<file path="config.mk">
export PLATFORM = sky130hd
export DESIGN_NAME = pcsr_phy_ctrl
export DESIGN_NICKNAME = d
export VERILOG_FILES = /design/src/hdl/pcsr_phy_ctrl.v
export VERILOG_INCLUDE_DIRS = /design/src /design/src/hdl
export SDC_FILE = /design/constraint.sdc
export NUM_CORES = 1
export LEC_CHECK = 0
export BUFFER_PORTS_ARGS = -buffer_cell sky130_fd_sc_hd__buf_2
export CAP_MARGIN = 25
export CORE_MARGIN = 5
export CORE_UTILIZATION = 53
export CTS_CLUSTER_SIZE = 28
export DETAILED_ROUTE_END_ITERATION = 6
export PLACE_DENSITY_LB_ADDON = 0.1
export SKIP_CTS_REPAIR_TIMING = 1
export SLEW_MARGIN = 20
export SYNTH_ARGS = -nofsm -noshare
export SYNTH_HDL_FRONTEND = slang
export SYNTH_SLANG_ARGS = --single-unit
</file>
<file path="constraint.sdc">
create_clock -name aclk -period 2.6 [get_ports aclk]
set_input_delay 0.52 -clock aclk [delete_from_list [all_inputs] [get_ports aclk]]
set_output_delay 0.52 -clock aclk [all_outputs]
set_load 0.1 [all_outputs]
</file>
<file path="src/hdl/pcsr_regs.vh">
// Register indices, field positions, reset values for the PHY control block
`ifndef PCSR_REGS_VH
`define PCSR_REGS_VH

// ----------------------------------------------------------------------
// Register indices (byte address is four times the index)
// ----------------------------------------------------------------------
`define PCSR_IDX_STRAP 10'h019
`define PCSR_IDX_DIAG 10'h01E
`define PCSR_IDX_RESET 10'h01F
`define PCSR_IDX_MATCH_CTL 10'h040
`define PCSR_IDX_MATCH 10'h041
`define PCSR_IDX_LINK 10'h133
`define PCSR_IDX_IRQ_STAT 10'h200
`define PCSR_IDX_IRQ_MASK 10'h201

// ----------------------------------------------------------------------
// Field positions
// ----------------------------------------------------------------------
`define PCSR_STRAP_ENERGY 10
`define PCSR_STRAP_FIXED 11
`define PCSR_DIAG_START 15
`define PCSR_DIAG_AUTO 14
`define PCSR_DIAG_DONE 1
`define PCSR_DIAG_FAIL 0
`define PCSR_RST_GLOBAL 15
`define PCSR_RST_RESTART 14
`define PCSR_RST_STANDBY 7
`define PCSR_MCTL_EN 0
`define PCSR_LINK_CS 14
`define PCSR_LINK_SENDING 13
`define PCSR_LINK_UP 12
`define PCSR_LINK_DESCR 2
`define PCSR_LINK_LOC 1
`define PCSR_LINK_REM 0
`define PCSR_IRQ_DIAG_DONE 0
`define PCSR_IRQ_LINK_DOWN 1
`define PCSR_IRQ_MATCH 2

// ----------------------------------------------------------------------
// Reset values and masks
// ----------------------------------------------------------------------
`define PCSR_STRAP_RESET 16'h0800
`define PCSR_MATCH_RESET 16'h88F7
`define PCSR_RST_RW_MASK 16'h3FDF
`define PCSR_IRQ_BITS 3
`define PCSR_STRAP_SETTLE 2'h3
`define PCSR_RESP_OKAY 2'h0
`define PCSR_RESP_SLVERR 2'h2

`endif

</file>
<file path="src/hdl/pcsr_phy_ctrl.v">
// PHY control and status register bank with AXI4-Lite slave
`timescale 1ns/1ps
`default_nettype none
`include "pcsr_regs.vh"

module pcsr_phy_ctrl (
  input wire aclk,
  input wire aresetn,
  input wire [11:0] s_axi_awaddr,
  input wire [2:0] s_axi_awprot,
  input wire s_axi_awvalid,
  output wire s_axi_awready,
  input wire [31:0] s_axi_wdata,
  input wire [3:0] s_axi_wstrb,
  input wire s_axi_wvalid,
  output wire s_axi_wready,
  output reg [1:0] s_axi_bresp,
  output reg s_axi_bvalid,
  input wire s_axi_bready,
  input wire [11:0] s_axi_araddr,
  input wire [2:0] s_axi_arprot,
  input wire s_axi_arvalid,
  output wire s_axi_arready,
  output reg [31:0] s_axi_rdata,
  output reg [1:0] s_axi_rresp,
  output reg s_axi_rvalid,
  input wire s_axi_rready,
  input wire energy_detect,
  input wire [4:0] strap_station_id,
  input wire link_up,
  input wire link_up_cs,
  input wire phy_ctrl_sending,
  input wire descr_locked,
  input wire loc_rcvr_ok,
  input wire rem_rcvr_ok,
  output reg tdr_launch,
  input wire tdr_complete,
  input wire tdr_failed,
  input wire rx_type_valid,
  input wire [15:0] rx_type,
  output reg type_match,
  output wire standby_mode,
  output wire digital_restart,
  output wire global_reset,
  output wire irq
);

  // --------------------------------------------------------------------
  // Pin synchronisers
  // --------------------------------------------------------------------
  localparam NSYNC = 12;
  wire [NSYNC-1:0] pin_raw;
  reg [NSYNC-1:0] sync_a;
  reg [NSYNC-1:0] sync_b;
  assign pin_raw = {strap_station_id, energy_detect, link_up, link_up_cs,
                    phy_ctrl_sending, descr_locked, loc_rcvr_ok, rem_rcvr_ok};

  // Two flops per pin; only sync_b is read by logic
  genvar gi;
  generate
    for (gi = 0; gi < NSYNC; gi = gi + 1) begin : g_sync
      always @(posedge aclk) begin
        if (!aresetn) begin
          sync_a[gi] <= 1'b0;
          sync_b[gi] <= 1'b0;
        end else begin
          sync_a[gi] <= pin_raw[gi];
          sync_b[gi] <= sync_a[gi];
        end
      end
    end
  endgenerate

  wire [4:0] strap_s;
  wire energy_s;
  wire link_s;
  wire link_cs_s;
  wire sending_s;
  wire descr_s;
  wire loc_s;
  wire rem_s;
  assign strap_s = sync_b[11:7];
  assign energy_s = sync_b[6];
  assign link_s = sync_b[5];
  assign link_cs_s = sync_b[4];
  assign sending_s = sync_b[3];
  assign descr_s = sync_b[2];
  assign loc_s = sync_b[1];
  assign rem_s = sync_b[0];

  // --------------------------------------------------------------------
  // Register selection
  // --------------------------------------------------------------------
  localparam SEL_NONE = 3'h0;
  localparam SEL_STRAP = 3'h1;
  localparam SEL_DIAG = 3'h2;
  localparam SEL_RESET = 3'h3;
  localparam SEL_MCTL = 3'h4;
  localparam SEL_MATCH = 3'h5;
  localparam SEL_LINK = 3'h6;
  localparam SEL_ISTAT = 3'h7;
  // Mask has no spare code, so it is decoded on its own
  function [3:0] reg_sel;
    input [11:0] addr;
    begin
      if (addr[1:0] != 2'h0) begin
        reg_sel = {1'b0, SEL_NONE};
      end else begin
        case (addr[11:2])
          `PCSR_IDX_STRAP: reg_sel = {1'b0, SEL_STRAP};
          `PCSR_IDX_DIAG: reg_sel = {1'b0, SEL_DIAG};
          `PCSR_IDX_RESET: reg_sel = {1'b0, SEL_RESET};
          `PCSR_IDX_MATCH_CTL: reg_sel = {1'b0, SEL_MCTL};
          `PCSR_IDX_MATCH: reg_sel = {1'b0, SEL_MATCH};
          `PCSR_IDX_LINK: reg_sel = {1'b0, SEL_LINK};
          `PCSR_IDX_IRQ_STAT: reg_sel = {1'b0, SEL_ISTAT};
          `PCSR_IDX_IRQ_MASK: reg_sel = {1'b1, SEL_NONE};
          default: reg_sel = {1'b0, SEL_NONE};
        endcase
      end
    end
  endfunction

  // Byte-lane merge of a 16-bit register
  function [15:0] lane_merge;
    input [15:0] old;
    input [31:0] data;
    input [3:0] strb;
    begin
      lane_merge[7:0] = strb[0] ? data[7:0] : old[7:0];
      lane_merge[15:8] = strb[1] ? data[15:8] : old[15:8];
    end
  endfunction

  // --------------------------------------------------------------------
  // AXI4-Lite write path: address and data taken in either order
  // --------------------------------------------------------------------
  reg aw_held;
  reg w_held;
  reg [11:0] aw_addr;
  reg [31:0] w_data;
  reg [3:0] w_strb;
  wire wr_fire;
  wire [3:0] wsel;
  wire [15:0] wval;
  wire [15:0] wd16;

  assign s_axi_awready = !aw_held && !s_axi_bvalid;
  assign s_axi_wready = !w_held && !s_axi_bvalid;
  assign wr_fire = aw_held && w_held && !s_axi_bvalid;
  assign wsel = reg_sel(aw_addr);
  assign wd16 = w_data[15:0] & {{8{w_strb[1]}}, {8{w_strb[0]}}};

  // Holding registers and write response
  always @(posedge aclk) begin
    if (!aresetn) begin
      aw_held <= 1'b0;
      w_held <= 1'b0;
      aw_addr <= 12'h000;
      w_data <= 32'h0000_0000;
      w_strb <= 4'h0;
      s_axi_bvalid <= 1'b0;
      s_axi_bresp <= `PCSR_RESP_OKAY;
    end else begin
      if (s_axi_awvalid && s_axi_awready) begin
        aw_held <= 1'b1;
        aw_addr <= s_axi_awaddr;
      end
      if (s_axi_wvalid && s_axi_wready) begin
        w_held <= 1'b1;
        w_data <= s_axi_wdata;
        w_strb <= s_axi_wstrb;
      end
      if (wr_fire) begin
        aw_held <= 1'b0;
        w_held <= 1'b0;
        s_axi_bvalid <= 1'b1;
        s_axi_bresp <= (wsel == {1'b0, SEL_NONE}) ?
                       `PCSR_RESP_SLVERR : `PCSR_RESP_OKAY;
      end else if (s_axi_bready) begin
        s_axi_bvalid <= 1'b0;
      end
    end
  end

  // --------------------------------------------------------------------
  // Software resets
  // --------------------------------------------------------------------
  reg glob_rst;
  reg restart;
  wire reg_rst;
  // Bus handshake survives the global reset so the write still answers
  assign reg_rst = !aresetn || glob_rst;
  assign global_reset = glob_rst;
  assign digital_restart = restart;

  // Self-clearing one-cycle reset bits
  always @(posedge aclk) begin
    if (!aresetn) begin
      glob_rst <= 1'b0;
      restart <= 1'b0;
    end else begin
      glob_rst <= wr_fire && wsel == {1'b0, SEL_RESET} && w_strb[1]
                  && w_data[`PCSR_RST_GLOBAL];
      restart <= wr_fire && wsel == {1'b0, SEL_RESET} && w_strb[1]
                 && w_data[`PCSR_RST_RESTART] && !glob_rst;
    end
  end

  // --------------------------------------------------------------------
  // Register file
  // --------------------------------------------------------------------
  reg [4:0] strap_id;
  reg [1:0] strap_wait;
  reg [15:0] rst_ctl;
  reg match_en;
  reg [15:0] match_pat;
  reg [`PCSR_IRQ_BITS-1:0] irq_mask;
  reg [`PCSR_IRQ_BITS-1:0] irq_stat;
  reg tdr_start;
  reg tdr_auto;
  reg tdr_busy;
  reg tdr_done;
  reg tdr_fail;
  reg link_prev;
  wire link_down;
  wire start_req;
  wire [`PCSR_IRQ_BITS-1:0] irq_set;
  wire [`PCSR_IRQ_BITS-1:0] irq_clr;
  assign wval = lane_merge(rst_ctl, w_data, w_strb);
  assign link_down = link_prev && !link_s;
  assign start_req = (wr_fire && wsel == {1'b0, SEL_DIAG} && w_strb[1]
                      && w_data[`PCSR_DIAG_START])
                     || (tdr_auto && link_down);

  // Straps are caught once the synchroniser has settled after reset
  always @(posedge aclk) begin
    if (reg_rst) begin
      strap_id <= 5'h00;
      strap_wait <= 2'h0;
    end else if (strap_wait != `PCSR_STRAP_SETTLE) begin
      strap_wait <= strap_wait + 2'h1;
      strap_id <= strap_s;
    end
  end

  // Control registers; reserved read-write bits keep their storage
  always @(posedge aclk) begin
    if (reg_rst) begin
      rst_ctl <= 16'h0000;
      match_en <= 1'b0;
      match_pat <= `PCSR_MATCH_RESET;
      irq_mask <= {`PCSR_IRQ_BITS{1'b0}};
      tdr_auto <= 1'b0;
    end else if (wr_fire) begin
      case (wsel)
        {1'b0, SEL_RESET}: rst_ctl <= wval & `PCSR_RST_RW_MASK;
        {1'b0, SEL_MCTL}: if (w_strb[0]) match_en <= w_data[`PCSR_MCTL_EN];
        {1'b0, SEL_MATCH}: match_pat <= lane_merge(match_pat, w_data, w_strb);
        {1'b1, SEL_NONE}: irq_mask <= wd16[`PCSR_IRQ_BITS-1:0];
        {1'b0, SEL_DIAG}: if (w_strb[1]) tdr_auto <= w_data[`PCSR_DIAG_AUTO];
        default: ;
      endcase
    end
  end
  assign standby_mode = rst_ctl[`PCSR_RST_STANDBY];

  // --------------------------------------------------------------------
  // Reflectometry launch and completion
  // --------------------------------------------------------------------
  // Restart abandons a running measurement but keeps the registers
  always @(posedge aclk) begin
    if (reg_rst) begin
      tdr_start <= 1'b0;
      tdr_busy <= 1'b0;
      tdr_done <= 1'b0;
      tdr_fail <= 1'b0;
      tdr_launch <= 1'b0;
      link_prev <= 1'b0;
    end else begin
      link_prev <= link_s;
      tdr_launch <= 1'b0;
      if (restart) begin
        tdr_start <= 1'b0;
        tdr_busy <= 1'b0;
      end else if (tdr_busy && tdr_complete) begin
        tdr_busy <= 1'b0;
        tdr_start <= 1'b0;
        tdr_done <= 1'b1;
        tdr_fail <= tdr_failed;
      end else if (start_req && !tdr_busy) begin
        tdr_start <= 1'b1;
        tdr_busy <= 1'b1;
        tdr_launch <= 1'b1;
        tdr_done <= 1'b0;
        tdr_fail <= 1'b0;
      end
    end
  end

  // --------------------------------------------------------------------
  // Frame type match
  // --------------------------------------------------------------------
  always @(posedge aclk) begin
    if (reg_rst) begin
      type_match <= 1'b0;
    end else begin
      type_match <= match_en && rx_type_valid && rx_type == match_pat;
    end
  end

  // --------------------------------------------------------------------
  // Interrupts: set wins over a write-one clear
  // --------------------------------------------------------------------
  assign irq_set = {type_match, link_down, tdr_busy && tdr_complete};
  assign irq_clr = (wr_fire && wsel == {1'b0, SEL_ISTAT}) ?
                   wd16[`PCSR_IRQ_BITS-1:0] : {`PCSR_IRQ_BITS{1'b0}};
  always @(posedge aclk) begin
    if (reg_rst) begin
      irq_stat <= {`PCSR_IRQ_BITS{1'b0}};
    end else begin
      irq_stat <= (irq_stat & ~irq_clr) | irq_set;
    end
  end
  assign irq = |(irq_stat & irq_mask);

  // --------------------------------------------------------------------
  // Read data assembly
  // --------------------------------------------------------------------
  reg [15:0] rd_val;
  wire [3:0] rsel;
  assign rsel = reg_sel(s_axi_araddr);

  // Read-only fields come straight from state; reserved bits read zero, except the stored read-write ones of the reset register
  always @* begin
    rd_val = 16'h0000;
    case (rsel)
      {1'b0, SEL_STRAP}: begin
        rd_val = `PCSR_STRAP_RESET;
        rd_val[`PCSR_STRAP_ENERGY] = energy_s;
        rd_val[4:0] = strap_id;
      end
      {1'b0, SEL_DIAG}: begin
        rd_val[`PCSR_DIAG_START] = tdr_start;
        rd_val[`PCSR_DIAG_AUTO] = tdr_auto;
        rd_val[`PCSR_DIAG_DONE] = tdr_done;
        rd_val[`PCSR_DIAG_FAIL] = tdr_fail;
      end
      {1'b0, SEL_RESET}: begin
        rd_val = rst_ctl;
        rd_val[`PCSR_RST_GLOBAL] = glob_rst;
        rd_val[`PCSR_RST_RESTART] = restart;
      end
      {1'b0, SEL_MCTL}: rd_val[`PCSR_MCTL_EN] = match_en;
      {1'b0, SEL_MATCH}: rd_val = match_pat;
      {1'b0, SEL_LINK}: begin
        rd_val[`PCSR_LINK_CS] = link_cs_s;
        rd_val[`PCSR_LINK_SENDING] = sending_s;
        rd_val[`PCSR_LINK_UP] = link_s;
        rd_val[`PCSR_LINK_DESCR] = descr_s;
        rd_val[`PCSR_LINK_LOC] = loc_s;
        rd_val[`PCSR_LINK_REM] = rem_s;
      end
      {1'b0, SEL_ISTAT}: rd_val[`PCSR_IRQ_BITS-1:0] = irq_stat;
      {1'b1, SEL_NONE}: rd_val[`PCSR_IRQ_BITS-1:0] = irq_mask;
      default: rd_val = 16'h0000;
    endcase
  end

  // --------------------------------------------------------------------
  // AXI4-Lite read path: one read under way at a time
  // --------------------------------------------------------------------
  assign s_axi_arready = !s_axi_rvalid;
  always @(posedge aclk) begin
    if (!aresetn) begin
      s_axi_rvalid <= 1'b0;
      s_axi_rdata <= 32'h0000_0000;
      s_axi_rresp <= `PCSR_RESP_OKAY;
    end else if (s_axi_arvalid && s_axi_arready) begin
      s_axi_rvalid <= 1'b1;
      s_axi_rdata <= {16'h0000, rd_val};
      s_axi_rresp <= (rsel == {1'b0, SEL_NONE}) ?
                     `PCSR_RESP_SLVERR : `PCSR_RESP_OKAY;
    end else if (s_axi_rready) begin
      s_axi_rvalid <= 1'b0;
    end
  end

endmodule
`default_nettype wire

</file>
==> summary.md <==
| Metric | Value |
|---|---|
| Final nets | `857` |
| Hold wc startpoint | `link_up` |
| Vias in the first global route | `4883` |
| Layout Skew | `7.70 ps` |
| R2r startpoint | `aw_addr[11]$_SDFFE_PN0P_` |
| Reg2Reg Setup Slack | `280 ps` |
| Mapped Area | `5680 um2` |
| Crit Path Class | `register to register` |
| H-tree levels | `4` |
| HP Class | `input pin to register` |
| Sequential area share after synthesis | `45.1%` |
| Switching share of power | `between 20% and 30%` |
| Die W | `between 100 and 150 um` |
| Critical path launch point type | `register` |
| Drt drc | `0` |
| First-pass GRT wire length | `24100 um` |
| Fraction of layout cells with a size suffix above 1 | `between 20% and 30%` |
| Number of I/O port buffers | `108` |
| Drt first pass iters | `5` |
| CP arrival | `around 2700 ps` |
| Syn Area/Cell | `approximately 8.9 um2` |
| Synth-to-Final Area Change | `22.1%` |
| Top FF cell, synth | `dfxtp_1` |
| Worst vdd ir | `approximately 0.00057 V` |
| Final period util | `89.3%` |
| Unrepaired setup endpoints after global routing | `false` |
| Cell variety after synth | `slightly above 60` |
| Hold Path End | `sync_a[5]$_SDFF_PN0_` |
| Post-synth EDFFs | `0` |
| Post-DR wirelength/cell | `16.5 um` |
| Synthesis Warnings | `0` |
| CP required | `roughly 3000 ps` |
| Power per standard cell area | `733 nW/um2` |
| Combinational share of power | `12.0%` |
| Final Hold Vio Count | `0` |
| DIE AREA | `12900 um2` |
| Reg2reg end | `rst_ctl[0]$_SDFFE_PP0P_` |
| CTS sink cnt | `128` |
| Initial antenna violation count | `0` |
| FMAX | `0.431 GHz` |
| Outcome | `finished, final reports clean` |
| Synthesized flop and latch total | `between 100 and 150` |
| Worst setup EP type | `register` |
| Worst-path clk slew | `60 ps` |
| Max cap viols | `0` |
| HPWL Detailed | `between 10000 and 15000 um` |
| Initial cell density of the core | `54.6%` |
| Clk network pwr share | `46.6%` |
| Wirelength, routed | `between 10000 and 15000 um` |
| Net Sw Power | `1.39 mW` |
| Detailed Route Iter0 Violations | `362` |
| CTS tree | `yes` |
| Syn Inst Count | `637` |
| Final Critical Period | `2320 ps` |
| # rows | `37` |
| WHS Path Cells | `2` |
| Worst Reg-to-Reg Cells | `6` |
| # setup viols final | `0` |
| Largest net degree at the start of global routing | `38` |
| Clock Latency Late Sink | `530 ps` |
| GRT Util Overall | `23.7%` |
| Worst Max-Slew Pin Slew | `roughly 690 ps` |
| Vias per cell | `5.48` |
| Slew Viols, Final | `0` |
| Final ANT Viol Nets | `0` |
| Worst slew margin | `53.1%` |
| Post-layout power | `5.08 mW` |
| I/O pin count | `151` |
| Final Wtd Congestion | `0.894` |
| CTS max path bufs | `2` |
| Leakage | `just under 3 nW` |
| Fin Setup TNS | `0 ps` |
| Reg power frac | `41.4%` |
| Internal power | `3.69 mW` |
| Vias post-DR | `4939` |
| Grt ovf | `0` |
| CTS buffer count | `17` |
| Fraction of registers with async set/reset | `0%` |
| Die height | `114 um` |
| N_diodes | `0` |
| CTS root buffer | `clkbuf_8` |
| Core area | `10400 um2` |
| Worst-path maximum fanout | `9` |
## power groups by stage
stage | Sequential, mW | Clock (mW) | Combinational, mW
after floorplan | 2.21 | 0 | 0.409
after global placement | 2.14 | 0 | 0.593
after detailed placement | 2.15 | 0 | 0.608
after CTS | 2.11 | 2.41 | 0.610
after global routing | 2.11 | 2.51 | 0.656
final | 2.11 | 2.37 | 0.610
## logic make-up (layout without fill, tap and decap cells)
kind of cell	after synthesis	in the layout	synth area share [%]
XOR/XNOR	20	20	3.08
AND/OR/NAND/NOR	262	262	24.5
flip-flops	128	128	45.1
other	1	18	0.0660
buffers and inverters	63	174	5.68
adder cells (fa/ha/maj)	1	1	0.220
multiplexers	36	36	6.49
AO/OA/AOI/OAI	126	126	14.9
## synthesized netlist by cell type (3+ instances only)
library cell	count	area share, %
a21oi_1	29	2.6
buf_4	18	2.4
mux2i_1	29	5.1
a31oi_1	3	0.33
nand4_1	20	2.2
a221oi_1	5	0.77
xor2_1	5	0.77
clkbuf_1	24	1.6
nor2b_1	5	0.55
nand3_1	11	0.97
nand2_1	109	7.2
xnor2_1	15	2.3
a221o_1	3	0.53
o211a_1	3	0.53
and2_1	29	3.2
a21boi_0	33	4.4
inv_1	15	0.99
a22oi_1	8	1.1
o21ai_0	26	2.3
and3_1	7	0.77
dfxtp_1	128	45
nor3b_1	3	0.40
nand2b_1	5	0.55
nor2_1	38	2.5
o211ai_1	4	0.53
mux2_2	7	1.4
nor3_1	4	0.35
## through the flow
step                      instances  utilization, %  worst slack [ps]  instance area (um2)  hold WS (ps)
after global routing            901            66.6              75.9                 6940           172
after CTS                       895            66.2               136                 6890           173
final                           901            66.6               278                 6940           192
after global placement          863            60.5               192                 6300           415
after floorplan                 654               -              90.4                 5760           412
after detailed placement        863            60.5               104                 6300           417
## worst max-delay path, cell delays in order (launching register included)
cell and delay, ps:
dfxtp_1 400, nor4b_4 380, nand2_1 110, o21ai_1 470, nand4_2 480, mux2i_1 280, nor2_1 70
## flip-flops by register name, summed over array words and instances, names as in the netlist, 2 cells and up
name         flops
match_pat       16
s_axi_rdata     16
irq_stat         3
w_data          16
strap_s          5
irq_mask         3
w_strb           2
rst_ctl         13
strap_wait       2
strap_id         5
aw_addr         12
sync_a          12
## layout make-up
cell class / instances / area, um2
flip-flops and latches: 128 / 2560
repair buffers: 127 / 683
multi-input cells: 463 / 2870
clock buffers: 19 / 432
well taps: 136 / 170
clock inverters: 13 / 161
inverters: 15 / 56.3
fillers: 881 / 3480
## per-layer routing
metal / GRT usage (%) / wire length (um) / up-vias
li1: - / - / 2411
met1: 30.1 / 6350 / 2323
met2: 38.9 / 7200 / 176
met3: 6.63 / 1010 / 29
met4: 7.93 / 283 / 0
met5: 0 / 0 / -
## worst max-delay path by stage
| stage | start | endpoint | slack, ps | depth (start not counted) |
|---|---|---|---|---|
| 2_1_floorplan | s_axi_bvalid$_SDFFE_PN0P_ | aw_addr[1]$_SDFFE_PN0P_ | 90 | 5 |
| 3_3_place_gp | s_axi_araddr[6] | s_axi_rdata[15]$_SDFFE_PN0P_ | 190 | 7 |
| 3_5_place_dp | s_axi_araddr[6] | s_axi_rdata[15]$_SDFFE_PN0P_ | 100 | 7 |
| 4_1_cts | aw_addr[11]$_SDFFE_PN0P_ | match_pat[1]$_SDFFE_PP1P_ | 140 | 7 |
| 5_1_grt | aw_addr[11]$_SDFFE_PN0P_ | rst_ctl[2]$_SDFFE_PP0P_ | 80 | 6 |
| 6_report | aw_addr[11]$_SDFFE_PN0P_ | rst_ctl[0]$_SDFFE_PP0P_ | 280 | 6 |
## cells in the final DEF (no fill, tap or decap), drive strengths merged, types with 4 or more instances in the layout
cell	instances
a21boi	34
a21oi	29
a221oi	5
a22oi	8
and2	29
and3	7
buf	127
clkbuf	19
clkinv	4
clkinvlp	4
conb	18
dfxtp	128
inv	17
mux2	7
mux2i	29
nand2	109
nand2b	5
nand3	11
nand4	22
nor2	38
nor2b	5
nor3	6
nor3b	5
nor4	4
nor4b	5
o211ai	5
o21ai	28
xnor2	15
xor2	5
No activity file was read; power rests on OpenSTA's default activity.
